[config.mk]
export PLATFORM = sky130hd
export DESIGN_NAME = core_seq
export DESIGN_NICKNAME = d
export VERILOG_FILES = /design/src/core_pkg.sv /design/src/alu8.sv /design/src/core_seq.sv
export VERILOG_INCLUDE_DIRS = /design/src
export SDC_FILE = /design/constraint.sdc
export NUM_CORES = 1
export LEC_CHECK = 0
export ABC_AREA = 1
export BUFFER_PORTS_ARGS = -buffer_cell sky130_fd_sc_hd__buf_2
export CAP_MARGIN = 40
export CORE_UTILIZATION = 57
export DETAILED_ROUTE_END_ITERATION = 8
export PLACE_DENSITY = 0.77
export SYNTH_ARGS = -nofsm -noshare
export SYNTH_HDL_FRONTEND = slang
export SYNTH_HIERARCHICAL = 1
export SYNTH_SLANG_ARGS = --single-unit
[constraint.sdc]
create_clock -name clk_in -period 8.5 [get_ports clk_in]
set_clock_uncertainty 0.2 [all_clocks]
set_input_delay 0 -clock clk_in [delete_from_list [all_inputs] [get_ports clk_in]]
set_output_delay 0 -clock clk_in [all_outputs]
set_load 0.01 [all_outputs]
[src/core_regs.svh]
/*
 * Register offsets, data-memory alias of the program counter low byte,
 * vectors and reset values of the instruction sequencing core.
 * Assumes it is included by bare name before the package is compiled.
 */
`ifndef CORE_REGS_SVH
`define CORE_REGS_SVH

// program counter width: 2K words of program memory
`define PC_W        11

// register port offsets
`define PCL_OFS     4'h0
`define ACC_OFS     4'h1
`define STAT_OFS    4'h2

// data-memory address at which the program counter low byte appears
`define PCL_DADDR   7'h06

// vectors and reset values
`define RESET_VEC   11'h000
`define IRQ_VEC     11'h004
`define ACC_RST     8'h00
`define FLAGS_RST   4'h0

`endif

[src/core_pkg.sv]
/*
 * Types shared by the sequencing core and its arithmetic unit.
 * Assumes core_regs.svh is on the include path.
 */
`default_nettype none
`include "core_regs.svh"

package core_pkg;

    // four phases of one instruction cycle, gray coded
    typedef enum logic [1:0] {
        PH_FETCH = 2'b00,
        PH_EX2   = 2'b01,
        PH_EX3   = 2'b11,
        PH_EX4   = 2'b10
    } phase_t;

    typedef enum logic [3:0] {
        OP_NOP   = 4'h0,
        OP_ALU_A = 4'h1,
        OP_ALU_M = 4'h2,
        OP_SKZ_A = 4'h3,
        OP_SKZ_M = 4'h4,
        OP_SKNZ  = 4'h5,
        OP_JMP   = 4'h6,
        OP_CALL  = 4'h7,
        OP_RET   = 4'h8,
        OP_INTERRUPT_EXIT  = 4'h9
    } op_t;

    typedef enum logic [3:0] {
        FN_ADD  = 4'h0,
        FN_ADC  = 4'h1,
        FN_SUB  = 4'h2,
        FN_SBC  = 4'h3,
        FN_DAA  = 4'h4,
        FN_AND  = 4'h5,
        FN_OR   = 4'h6,
        FN_XOR  = 4'h7,
        FN_CPL  = 4'h8,
        FN_RR   = 4'h9,
        FN_RRC  = 4'ha,
        FN_RL   = 4'hb,
        FN_RLC  = 4'hc,
        FN_INC  = 4'hd,
        FN_DEC  = 4'he,
        FN_PASS = 4'hf
    } alu_fn_t;

    // 15-bit program word; arg is a target or {fn, data address}
    typedef struct packed {
        op_t              op;
        logic [`PC_W-1:0] arg;
    } instr_t;

    typedef struct packed {
        logic ov;
        logic z;
        logic ac;
        logic c;
    } flags_t;

    typedef struct packed {
        logic [6:0] addr;
        logic [7:0] wdata;
        logic       we;
    } dmem_req_t;

endpackage : core_pkg

`default_nettype wire

[src/alu8.sv]
/*
 * 8-bit arithmetic and logic unit, purely combinational.
 * Assumes the caller registers the result and decides which flags to keep.
 */
`timescale 1ns/100ps
`default_nettype none

module alu8
    import core_pkg::*;
(
    // operation and operands
    input  wire alu_fn_t    fn_in,
    input  wire logic [7:0] acc_in,
    input  wire logic [7:0] opnd_in,
    input  wire flags_t     flags_in,
    // result
    output logic [7:0]      res_out,
    output flags_t          flags_out
);

    logic [7:0] b;
    logic       cin;
    logic [8:0] sum;
    logic [4:0] nib;
    logic [8:0] dlo;
    logic [8:0] dfull;

    always_comb begin
        b     = (fn_in == FN_SUB || fn_in == FN_SBC) ? ~opnd_in : opnd_in;
        cin   = (fn_in == FN_SUB) | ((fn_in == FN_ADC || fn_in == FN_SBC) & flags_in.c);
        sum   = {1'b0, acc_in} + {1'b0, b} + {8'h00, cin};
        nib   = {1'b0, acc_in[3:0]} + {1'b0, b[3:0]} + {4'h0, cin};
        // decimal adjust: low digit first, then high digit
        dlo   = {1'b0, acc_in} + ((acc_in[3:0] > 4'h9 || flags_in.ac) ? 9'h006 : 9'h000);
        dfull = dlo + ((dlo[7:4] > 4'h9 || flags_in.c || dlo[8]) ? 9'h060 : 9'h000);
        res_out   = opnd_in;
        flags_out = flags_in;
        case (fn_in)
            FN_ADD, FN_ADC, FN_SUB, FN_SBC: begin
                res_out      = sum[7:0];
                flags_out.c  = sum[8];
                flags_out.ac = nib[4];
                flags_out.ov = (acc_in[7] == b[7]) && (sum[7] != acc_in[7]);
            end
            FN_DAA: begin
                res_out     = dfull[7:0];
                flags_out.c = flags_in.c | dfull[8] | dlo[8] | (dfull[7:4] != dlo[7:4]);
            end
            FN_AND: res_out = acc_in & opnd_in;
            FN_OR:  res_out = acc_in | opnd_in;
            FN_XOR: res_out = acc_in ^ opnd_in;
            FN_CPL: res_out = ~opnd_in;
            FN_RR:  res_out = {opnd_in[0], opnd_in[7:1]};
            FN_RRC: begin
                res_out     = {flags_in.c, opnd_in[7:1]};
                flags_out.c = opnd_in[0];
            end
            FN_RL:  res_out = {opnd_in[6:0], opnd_in[7]};
            FN_RLC: begin
                res_out     = {opnd_in[6:0], flags_in.c};
                flags_out.c = opnd_in[7];
            end
            FN_INC: res_out = opnd_in + 8'h01;
            FN_DEC: res_out = opnd_in - 8'h01;
            default: res_out = opnd_in;
        endcase
        // rotates and moves leave zero alone
        if (fn_in != FN_RR && fn_in != FN_RRC && fn_in != FN_RL && fn_in != FN_RLC && fn_in != FN_PASS) begin
            flags_out.z = (res_out == 8'h00);
        end
    end

endmodule : alu8

`default_nettype wire

[src/core_seq.sv]
/*
 * Instruction sequencing core: four-phase cycle, fetch/execute overlap,
 * program counter, return-address stack, interrupt entry and ALU control.
 * Assumes program memory answers a fetch address one clock later and data
 * memory answers a read address one clock later; both run on clk_in.
 */
// What this block does
// - four non-overlapping phases form one instruction cycle
// - counter advances and fetch happens in fetch phase
// - decode and execute in the execute phases
// - fetch overlaps execute, one instruction per cycle
// - jumps and calls take two instruction cycles
// - counter steps by one unless control transfers
// - 11-bit counter for 2K program words
// - only counter low byte is software reachable
// - jump, call, interrupt, reset load target address
// - taken skip discards prefetch, inserts dummy cycle
// - low byte write jumps within page, dummy cycle
// - stack and level pointer hidden from software
// - call or interrupt acknowledge pushes counter
// - returns pop counter and step pointer back
// - reset empties the stack
// - full stack holds interrupt until a return
// - call on full stack still executes, overflows
// - ALU operation results update flags, skip results do not
// - add, carry add, subtract, borrow, decimal adjust
// - and, or, xor, complement with both destinations
// - rotates, increment, decrement with both destinations
// - branch decisions for jumps, returns and skips
`timescale 1ns/100ps
`default_nettype none
`include "core_regs.svh"

module core_seq
    import core_pkg::*;
#(
    parameter int STACK_DEPTH = 6
) (
    // clock and reset
    input  wire logic             clk_in,
    input  wire logic             rst_b_in,
    // program memory fetch
    output logic [`PC_W-1:0]      prog_addr_out,
    input  wire instr_t           prog_word_in,
    // data memory
    output dmem_req_t             dmem_req_out,
    input  wire logic [7:0]       dmem_rdata_in,
    // interrupt
    input  wire logic             irq_in,
    input  wire logic             irq_en_in,
    output logic                  irq_ack_out,
    // register port
    input  wire logic [3:0]       reg_addr_in,
    input  wire logic [7:0]       reg_wdata_in,
    input  wire logic             reg_wr_in,
    input  wire logic             reg_rd_in,
    output logic [7:0]            reg_rdata_out,
    // state
    output logic [3:0]            phase_out,
    output logic                  stack_full_out
);

    localparam int IW = (STACK_DEPTH > 1) ? $clog2(STACK_DEPTH) : 1;
    localparam logic [IW:0]   FULL_LVL = (IW + 1)'(STACK_DEPTH);
    localparam logic [IW-1:0] LAST_IDX = IW'(STACK_DEPTH - 1);

    phase_t           ph_reg;
    phase_t           ph_next;
    logic             end_cyc;
    logic [`PC_W-1:0] pc_reg;
    logic [`PC_W-1:0] pc_next;
    instr_t           cur_reg;
    instr_t           pre_reg;
    logic             cur_valid_reg;
    op_t              cur_op;
    alu_fn_t          cur_fn;
    logic [6:0]       cur_daddr;
    logic             pcl_hit;
    logic             wr_mem;
    logic             wr_acc;
    logic [7:0]       opnd;
    logic [7:0]       alu_res;
    flags_t           alu_flags;
    logic [7:0]       res_reg;
    flags_t           res_flags_reg;
    logic [7:0]       acc_reg;
    flags_t           flags_reg;
    logic             is_jmp;
    logic             is_call;
    logic             is_ret;
    logic             skip_hit;
    logic             pcl_jump;
    logic             redirect;
    logic             take_irq;
    logic             flush;
    logic             push;
    logic             pop;
    logic             irq_flag_reg;
    logic             pcl_pend_reg;
    logic [7:0]       pcl_wdata_reg;
    logic [`PC_W-1:0] stk_mem [STACK_DEPTH];
    logic [IW-1:0]    top_idx_reg;
    logic [IW-1:0]    prev_idx;
    logic [IW:0]      lvl_reg;
    logic [IW:0]      lvl_next;
    logic             stack_full;
    logic [`PC_W-1:0] stk_top;

    // phase sequencer
    always_comb begin
        case (ph_reg)
            PH_FETCH: ph_next = PH_EX2;
            PH_EX2:   ph_next = PH_EX3;
            PH_EX3:   ph_next = PH_EX4;
            PH_EX4:   ph_next = PH_FETCH;
            default:  ph_next = PH_FETCH;
        endcase
    end

    always_ff @(posedge clk_in) begin
        if (!rst_b_in) begin
            ph_reg    <= PH_FETCH;
            phase_out <= 4'h1;
        end else begin
            ph_reg <= ph_next;
            case (ph_next)
                PH_FETCH: phase_out <= 4'h1;
                PH_EX2:   phase_out <= 4'h2;
                PH_EX3:   phase_out <= 4'h4;
                PH_EX4:   phase_out <= 4'h8;
                default:  phase_out <= 4'h1;
            endcase
        end
    end

    assign end_cyc = (ph_reg == PH_EX4);

    // decode of the instruction in execution
    assign cur_op    = cur_valid_reg ? cur_reg.op : OP_NOP;
    assign cur_fn    = alu_fn_t'(cur_reg.arg[10:7]);
    assign cur_daddr = cur_reg.arg[6:0];
    assign pcl_hit   = (cur_daddr == `PCL_DADDR);
    assign wr_mem    = (cur_op == OP_ALU_M) || (cur_op == OP_SKZ_M && cur_fn != FN_PASS);
    assign wr_acc    = (cur_op == OP_ALU_A) || (cur_op == OP_SKZ_A);
    assign is_jmp    = (cur_op == OP_JMP);
    assign is_call   = (cur_op == OP_CALL);
    assign is_ret    = (cur_op == OP_RET) || (cur_op == OP_INTERRUPT_EXIT);

    // low byte of the counter appears in data memory
    assign opnd = pcl_hit ? pc_reg[7:0] : dmem_rdata_in;

    alu8 u_alu (
        .fn_in     (cur_fn),
        .acc_in    (acc_reg),
        .opnd_in   (opnd),
        .flags_in  (flags_reg),
        .res_out   (alu_res),
        .flags_out (alu_flags)
    );

    // operand read in phase 2, result caught at end of phase 3
    always_ff @(posedge clk_in) begin
        if (!rst_b_in) begin
            res_reg       <= 8'h00;
            res_flags_reg <= `FLAGS_RST;
        end else if (ph_reg == PH_EX3) begin
            res_reg       <= alu_res;
            res_flags_reg <= alu_flags;
        end
    end

    always_ff @(posedge clk_in) begin
        if (!rst_b_in) begin
            dmem_req_out <= '0;
        end else begin
            case (ph_reg)
                PH_FETCH: begin
                    dmem_req_out.addr <= cur_daddr;
                    dmem_req_out.we   <= 1'b0;
                end
                PH_EX3: begin
                    dmem_req_out.wdata <= alu_res;
                    dmem_req_out.we    <= wr_mem && !pcl_hit;
                end
                default: dmem_req_out.we <= 1'b0;
            endcase
        end
    end

    // branch decisions
    assign skip_hit = (((cur_op == OP_SKZ_A) || (cur_op == OP_SKZ_M)) && (res_reg == 8'h00))
                    || ((cur_op == OP_SKNZ) && (res_reg != 8'h00));
    assign pcl_jump = (wr_mem && pcl_hit) || pcl_pend_reg;
    assign redirect = is_jmp || is_call || is_ret || pcl_jump;
    assign take_irq = irq_flag_reg && irq_en_in && !stack_full && !redirect && !skip_hit;
    assign flush    = redirect || skip_hit || take_irq;
    assign push     = end_cyc && (is_call || take_irq);
    assign pop      = end_cyc && is_ret;

    always_comb begin
        if (is_jmp || is_call) begin
            pc_next = cur_reg.arg;
        end else if (is_ret) begin
            pc_next = stk_top;
        end else if (pcl_jump) begin
            pc_next = {pc_reg[`PC_W-1:8], (wr_mem && pcl_hit) ? res_reg : pcl_wdata_reg};
        end else if (take_irq) begin
            pc_next = `IRQ_VEC;
        end else begin
            pc_next = `PC_W'(pc_reg + 1'b1);
        end
    end

    // counter and pipeline; the counter always holds the fetch address
    always_ff @(posedge clk_in) begin
        if (!rst_b_in) begin
            pc_reg        <= `RESET_VEC;
            prog_addr_out <= `RESET_VEC;
            cur_reg       <= instr_t'('0);
            pre_reg       <= instr_t'('0);
            cur_valid_reg <= 1'b0;
        end else begin
            if (ph_reg == PH_EX2) begin
                pre_reg <= prog_word_in;
            end
            if (end_cyc) begin
                pc_reg        <= pc_next;
                prog_addr_out <= pc_next;
                cur_reg       <= pre_reg;
                cur_valid_reg <= !flush;
            end
        end
    end

    // accumulator and status
    always_ff @(posedge clk_in) begin
        if (!rst_b_in) begin
            acc_reg   <= `ACC_RST;
            flags_reg <= `FLAGS_RST;
        end else begin
            if (end_cyc && wr_acc) begin
                acc_reg <= res_reg;
            end else if (reg_wr_in && reg_addr_in == `ACC_OFS) begin
                acc_reg <= reg_wdata_in;
            end
            if (end_cyc && (cur_op == OP_ALU_A || cur_op == OP_ALU_M)) begin
                flags_reg <= res_flags_reg;
            end
        end
    end

    // interrupt request latch, a new request beats the acknowledge
    always_ff @(posedge clk_in) begin
        if (!rst_b_in) begin
            irq_flag_reg <= 1'b0;
            irq_ack_out  <= 1'b0;
        end else begin
            irq_flag_reg <= irq_in || (irq_flag_reg && !(end_cyc && take_irq));
            irq_ack_out  <= end_cyc && take_irq;
        end
    end

    // return-address stack, circular so an overflow overwrites the oldest
    assign prev_idx   = (top_idx_reg == '0) ? LAST_IDX : top_idx_reg - 1'b1;
    assign stk_top    = stk_mem[prev_idx];
    assign stack_full = (lvl_reg == FULL_LVL);

    always_comb begin
        lvl_next = lvl_reg;
        if (push && !stack_full) begin
            lvl_next = lvl_reg + 1'b1;
        end else if (pop && lvl_reg != '0) begin
            lvl_next = lvl_reg - 1'b1;
        end
    end

    always_ff @(posedge clk_in) begin
        if (push) begin
            stk_mem[top_idx_reg] <= pc_reg;
        end
    end

    always_ff @(posedge clk_in) begin
        if (!rst_b_in) begin
            top_idx_reg    <= '0;
            lvl_reg        <= '0;
            stack_full_out <= 1'b0;
        end else begin
            if (push) begin
                top_idx_reg <= (top_idx_reg == LAST_IDX) ? '0 : top_idx_reg + 1'b1;
            end else if (pop) begin
                top_idx_reg <= prev_idx;
            end
            lvl_reg        <= lvl_next;
            stack_full_out <= (lvl_next == FULL_LVL);
        end
    end

    // register port
    always_ff @(posedge clk_in) begin
        if (!rst_b_in) begin
            pcl_pend_reg  <= 1'b0;
            pcl_wdata_reg <= 8'h00;
        end else if (reg_wr_in && reg_addr_in == `PCL_OFS) begin
            pcl_pend_reg  <= 1'b1;
            pcl_wdata_reg <= reg_wdata_in;
        end else if (end_cyc) begin
            pcl_pend_reg <= 1'b0;
        end
    end

    always_ff @(posedge clk_in) begin
        if (!rst_b_in) begin
            reg_rdata_out <= 8'h00;
        end else if (reg_rd_in) begin
            case (reg_addr_in)
                `PCL_OFS:  reg_rdata_out <= pc_reg[7:0];
                `ACC_OFS:  reg_rdata_out <= acc_reg;
                `STAT_OFS: reg_rdata_out <= {4'h0, flags_reg};
                default:   reg_rdata_out <= 8'h00;
            endcase
        end else begin
            reg_rdata_out <= 8'h00;
        end
    end
endmodule : core_seq

`default_nettype wire

==> impl_metrics.csv <==
group,metric,value,unit
global_routing,antenna_found_initial,0,
global_routing,grt-ovfl-total,0,
global_routing,grt_max_degree,71,
placed_design,gp_congestion,1.01,
synth,synth_nets,1359,
synth,synth.avg_cell_area,7.57,um2
layout,syn_to_final_growth,15.0,%
synth,async_reset_ff_frac,0,
global_routing,grt_use_total,0.321,
die,core-area,16600,um2
critical_path,criticalPathCategory,"flop to flop",
synth,yosys_warnings,6,
clock_network,hold_buffers,33,
sta,setup_viol,0,
route,via_per_inst,5.75,
critical_path,cp.required,8.67,ns
die,start_util,0.583,
sta,fin_crit_sh,0.591,
clock_network,cts_sinks,173,
critical_path,critPathArrivalTime,5.19,ns
pwr,p_per_area,164,nW/um2
synth,syn_area,9660,um2
sta,min_period,5.02,ns
route,drc,0,
placed_design,dp_hpwl,19.6,mm
route,vias,9270,
run_status,outcome,"completed",
sta,fin_setup_tns,0,ns
clock_network,numCtsBuffers,17,
sta,fmax,0.199,GHz
sta,maxSlewHeadroom,0.434,
route,detail_route.wl_per_cell,17.2,um
sta,slew_violations,0,
sta,rsz0062_at_grt,"false",
die,pin_count,82,
layout,drive_gt1_frac,0.123,
hold_path,hold_class,"input pin to flop",
layout,layout.nets,1463,
clock_network,clkTransAtPathRegs,0.07,ns
clock_network,cts_resized,0,
layout,final_core_util,0.670,
clock_network,max-clock-path-buffers,2,
synth,ys_ff_latch,173,
synth,yosysUniqueCellTypes,49,
layout,largest_reg_flops,66,
layout,layout_common_cells,"nand2_1 (308), nor2_1 (142), inv_1 (129)",
layout,fin_cells,1612,
global_routing,grt_pass1_vias,8222,
synth,postSynthCellCount,1276,
synth,yosysSeqAreaShare,0.427,
layout,layout_commonest_cell,"nand2_1",
synth,synth_edf_count,66,
critical_path,worstPathMaxFanout,16,
clock_network,cts_tree,"done",
placed_design,dp_cells,1548,
route,drt_iter0_drc,1159,
route,wl,27.7,mm
route,dr.pass1.iters,5,
clock_network,cts_root_buffer,"clkbuf_16",
sta,tightest_slew,0.846,ns
critical_path,startpoint_type,"flop",
global_routing,grt_pass1_wl,43.6,mm
sta,finalHoldViolations,0,
die,fp-row-count,47,
job,maxCapViolCount,0,
placed_design,io_buffers,81,
die,die-width,132,um
clock_network,h-tree-depth,4,
clock_network,worstSkewPairLatency,0.43,ns
synth,synth_ff_type,"dfxtp_1",
clock_network,post_cts_buffers,0,
die,chipHeight,132,um
pwr,ir_drop,144,uV
pwr,p_leak,5.02,nW
critical_path,worst_setup_path_end_kind,"flop",
die,die_area,17500,um2
route,postRouteAntennaNets,0,
layout,diodes,0,
layout,fill_cells,1409,
## cell usage after synthesis, types with 10 or more instances
cell,instances,area (um2)
o211ai_1,17,128
nor2_1,142,533
dfxtp_1,107,2140
nand4_1,26,163
nand2_1,308,1160
nor3_1,10,50.1
inv_1,128,480
or2_2,16,100
clkbuf_1,25,93.8
a31oi_1,18,113
nand3_1,72,360
ha_1,38,475
o21ai_0,110,551
xor2_1,22,193
edfxtp_1,66,1980
a21oi_1,79,395
## path summary, 6_finish.rpt
| path | startpoint | endpoint | slack [ns] | cells after the start |
|---|---|---|---|---|
| worst max-delay path | cur_daddr[0] | res_flags_reg[2] | 3.48 | 23 |
| worst min-delay path | rst_b_in | lvl_reg[1] | 0.01 | 4 |
| worst max register to register | cur_daddr[0] | res_flags_reg[2] | 3.48 | 23 |
| worst min register to register | pcl_wdata_reg[0] | pcl_wdata_reg[0] | 0.25 | 2 |
## area by class of cell
cell class | count | area, um2 | area share
clock inverter | 11 | 82.6 | 0.00744
tap | 220 | 275 | 0.0248
timing repair buffer | 126 | 826 | 0.0744
clock buffer | 20 | 447 | 0.0402
sequential | 173 | 4120 | 0.371
multi-input combinational | 925 | 4840 | 0.436
inverter | 137 | 514 | 0.0463
## metrics by stage
step                      cell area, um2  hold slack (ns)  setup WS, ns  power [mW]
after CTS                          11100          0.00524          3.49        1.82
after global placement             10200           0.0207          3.72        1.10
after floorplan                     9660          -0.0660          4.22        1.04
after global routing               11100           0.0448          3.01        1.88
final                              11100           0.0112          3.48        1.82
after detailed placement           10200           0.0242          3.52        1.11
## routing by layer
metal	wire length, um	track usage
met1	11800	0.443
met2	13000	0.518
met3	2260	0.0465
met4	654	0.104
met5	0	0
## report_power, final
part / internal [mW] / switching, mW / total [mW] / leakage [nW]
combinational: 0.0743 / 0.134 / 0.208 / 3.27
clock: 0.385 / 0.330 / 0.715 / 0.270
sequential: 0.876 / 0.0226 / 0.899 / 1.49
total: 1.34 / 0.486 / 1.82 / 5.02
## logic make-up after synthesis
| group | after synthesis | synth area share |
|---|---|---|
| compound gates | 251 | 0.145 |
| xor+xnor | 25 | 0.0227 |
| fa+ha+maj | 42 | 0.0575 |
| buf+inv | 178 | 0.0730 |
| flops | 173 | 0.427 |
| simple gates | 607 | 0.275 |
## worst max-delay path: stages (launching register included)
cell,delay [ns]
dfxtp_1,0.30
inv_1,0.11
nand4_1,0.11
nor2_1,0.41
inv_1,0.31
o21ai_0,0.57
clkinv_1,0.42
xor2_1,0.27
fa_1,0.49
fa_1,0.45
or2_2,0.31
nand3_1,0.08
nand3_1,0.08
nor2_1,0.11
nand2_1,0.06
nand2_1,0.08
nand2_1,0.05
nor2_1,0.11
nand3_1,0.07
nor2_1,0.09
nand2_1,0.06
nand2_1,0.05
o21ai_0,0.07
nor2_1,0.11
No activity file was read; power rests on OpenSTA's default activity.
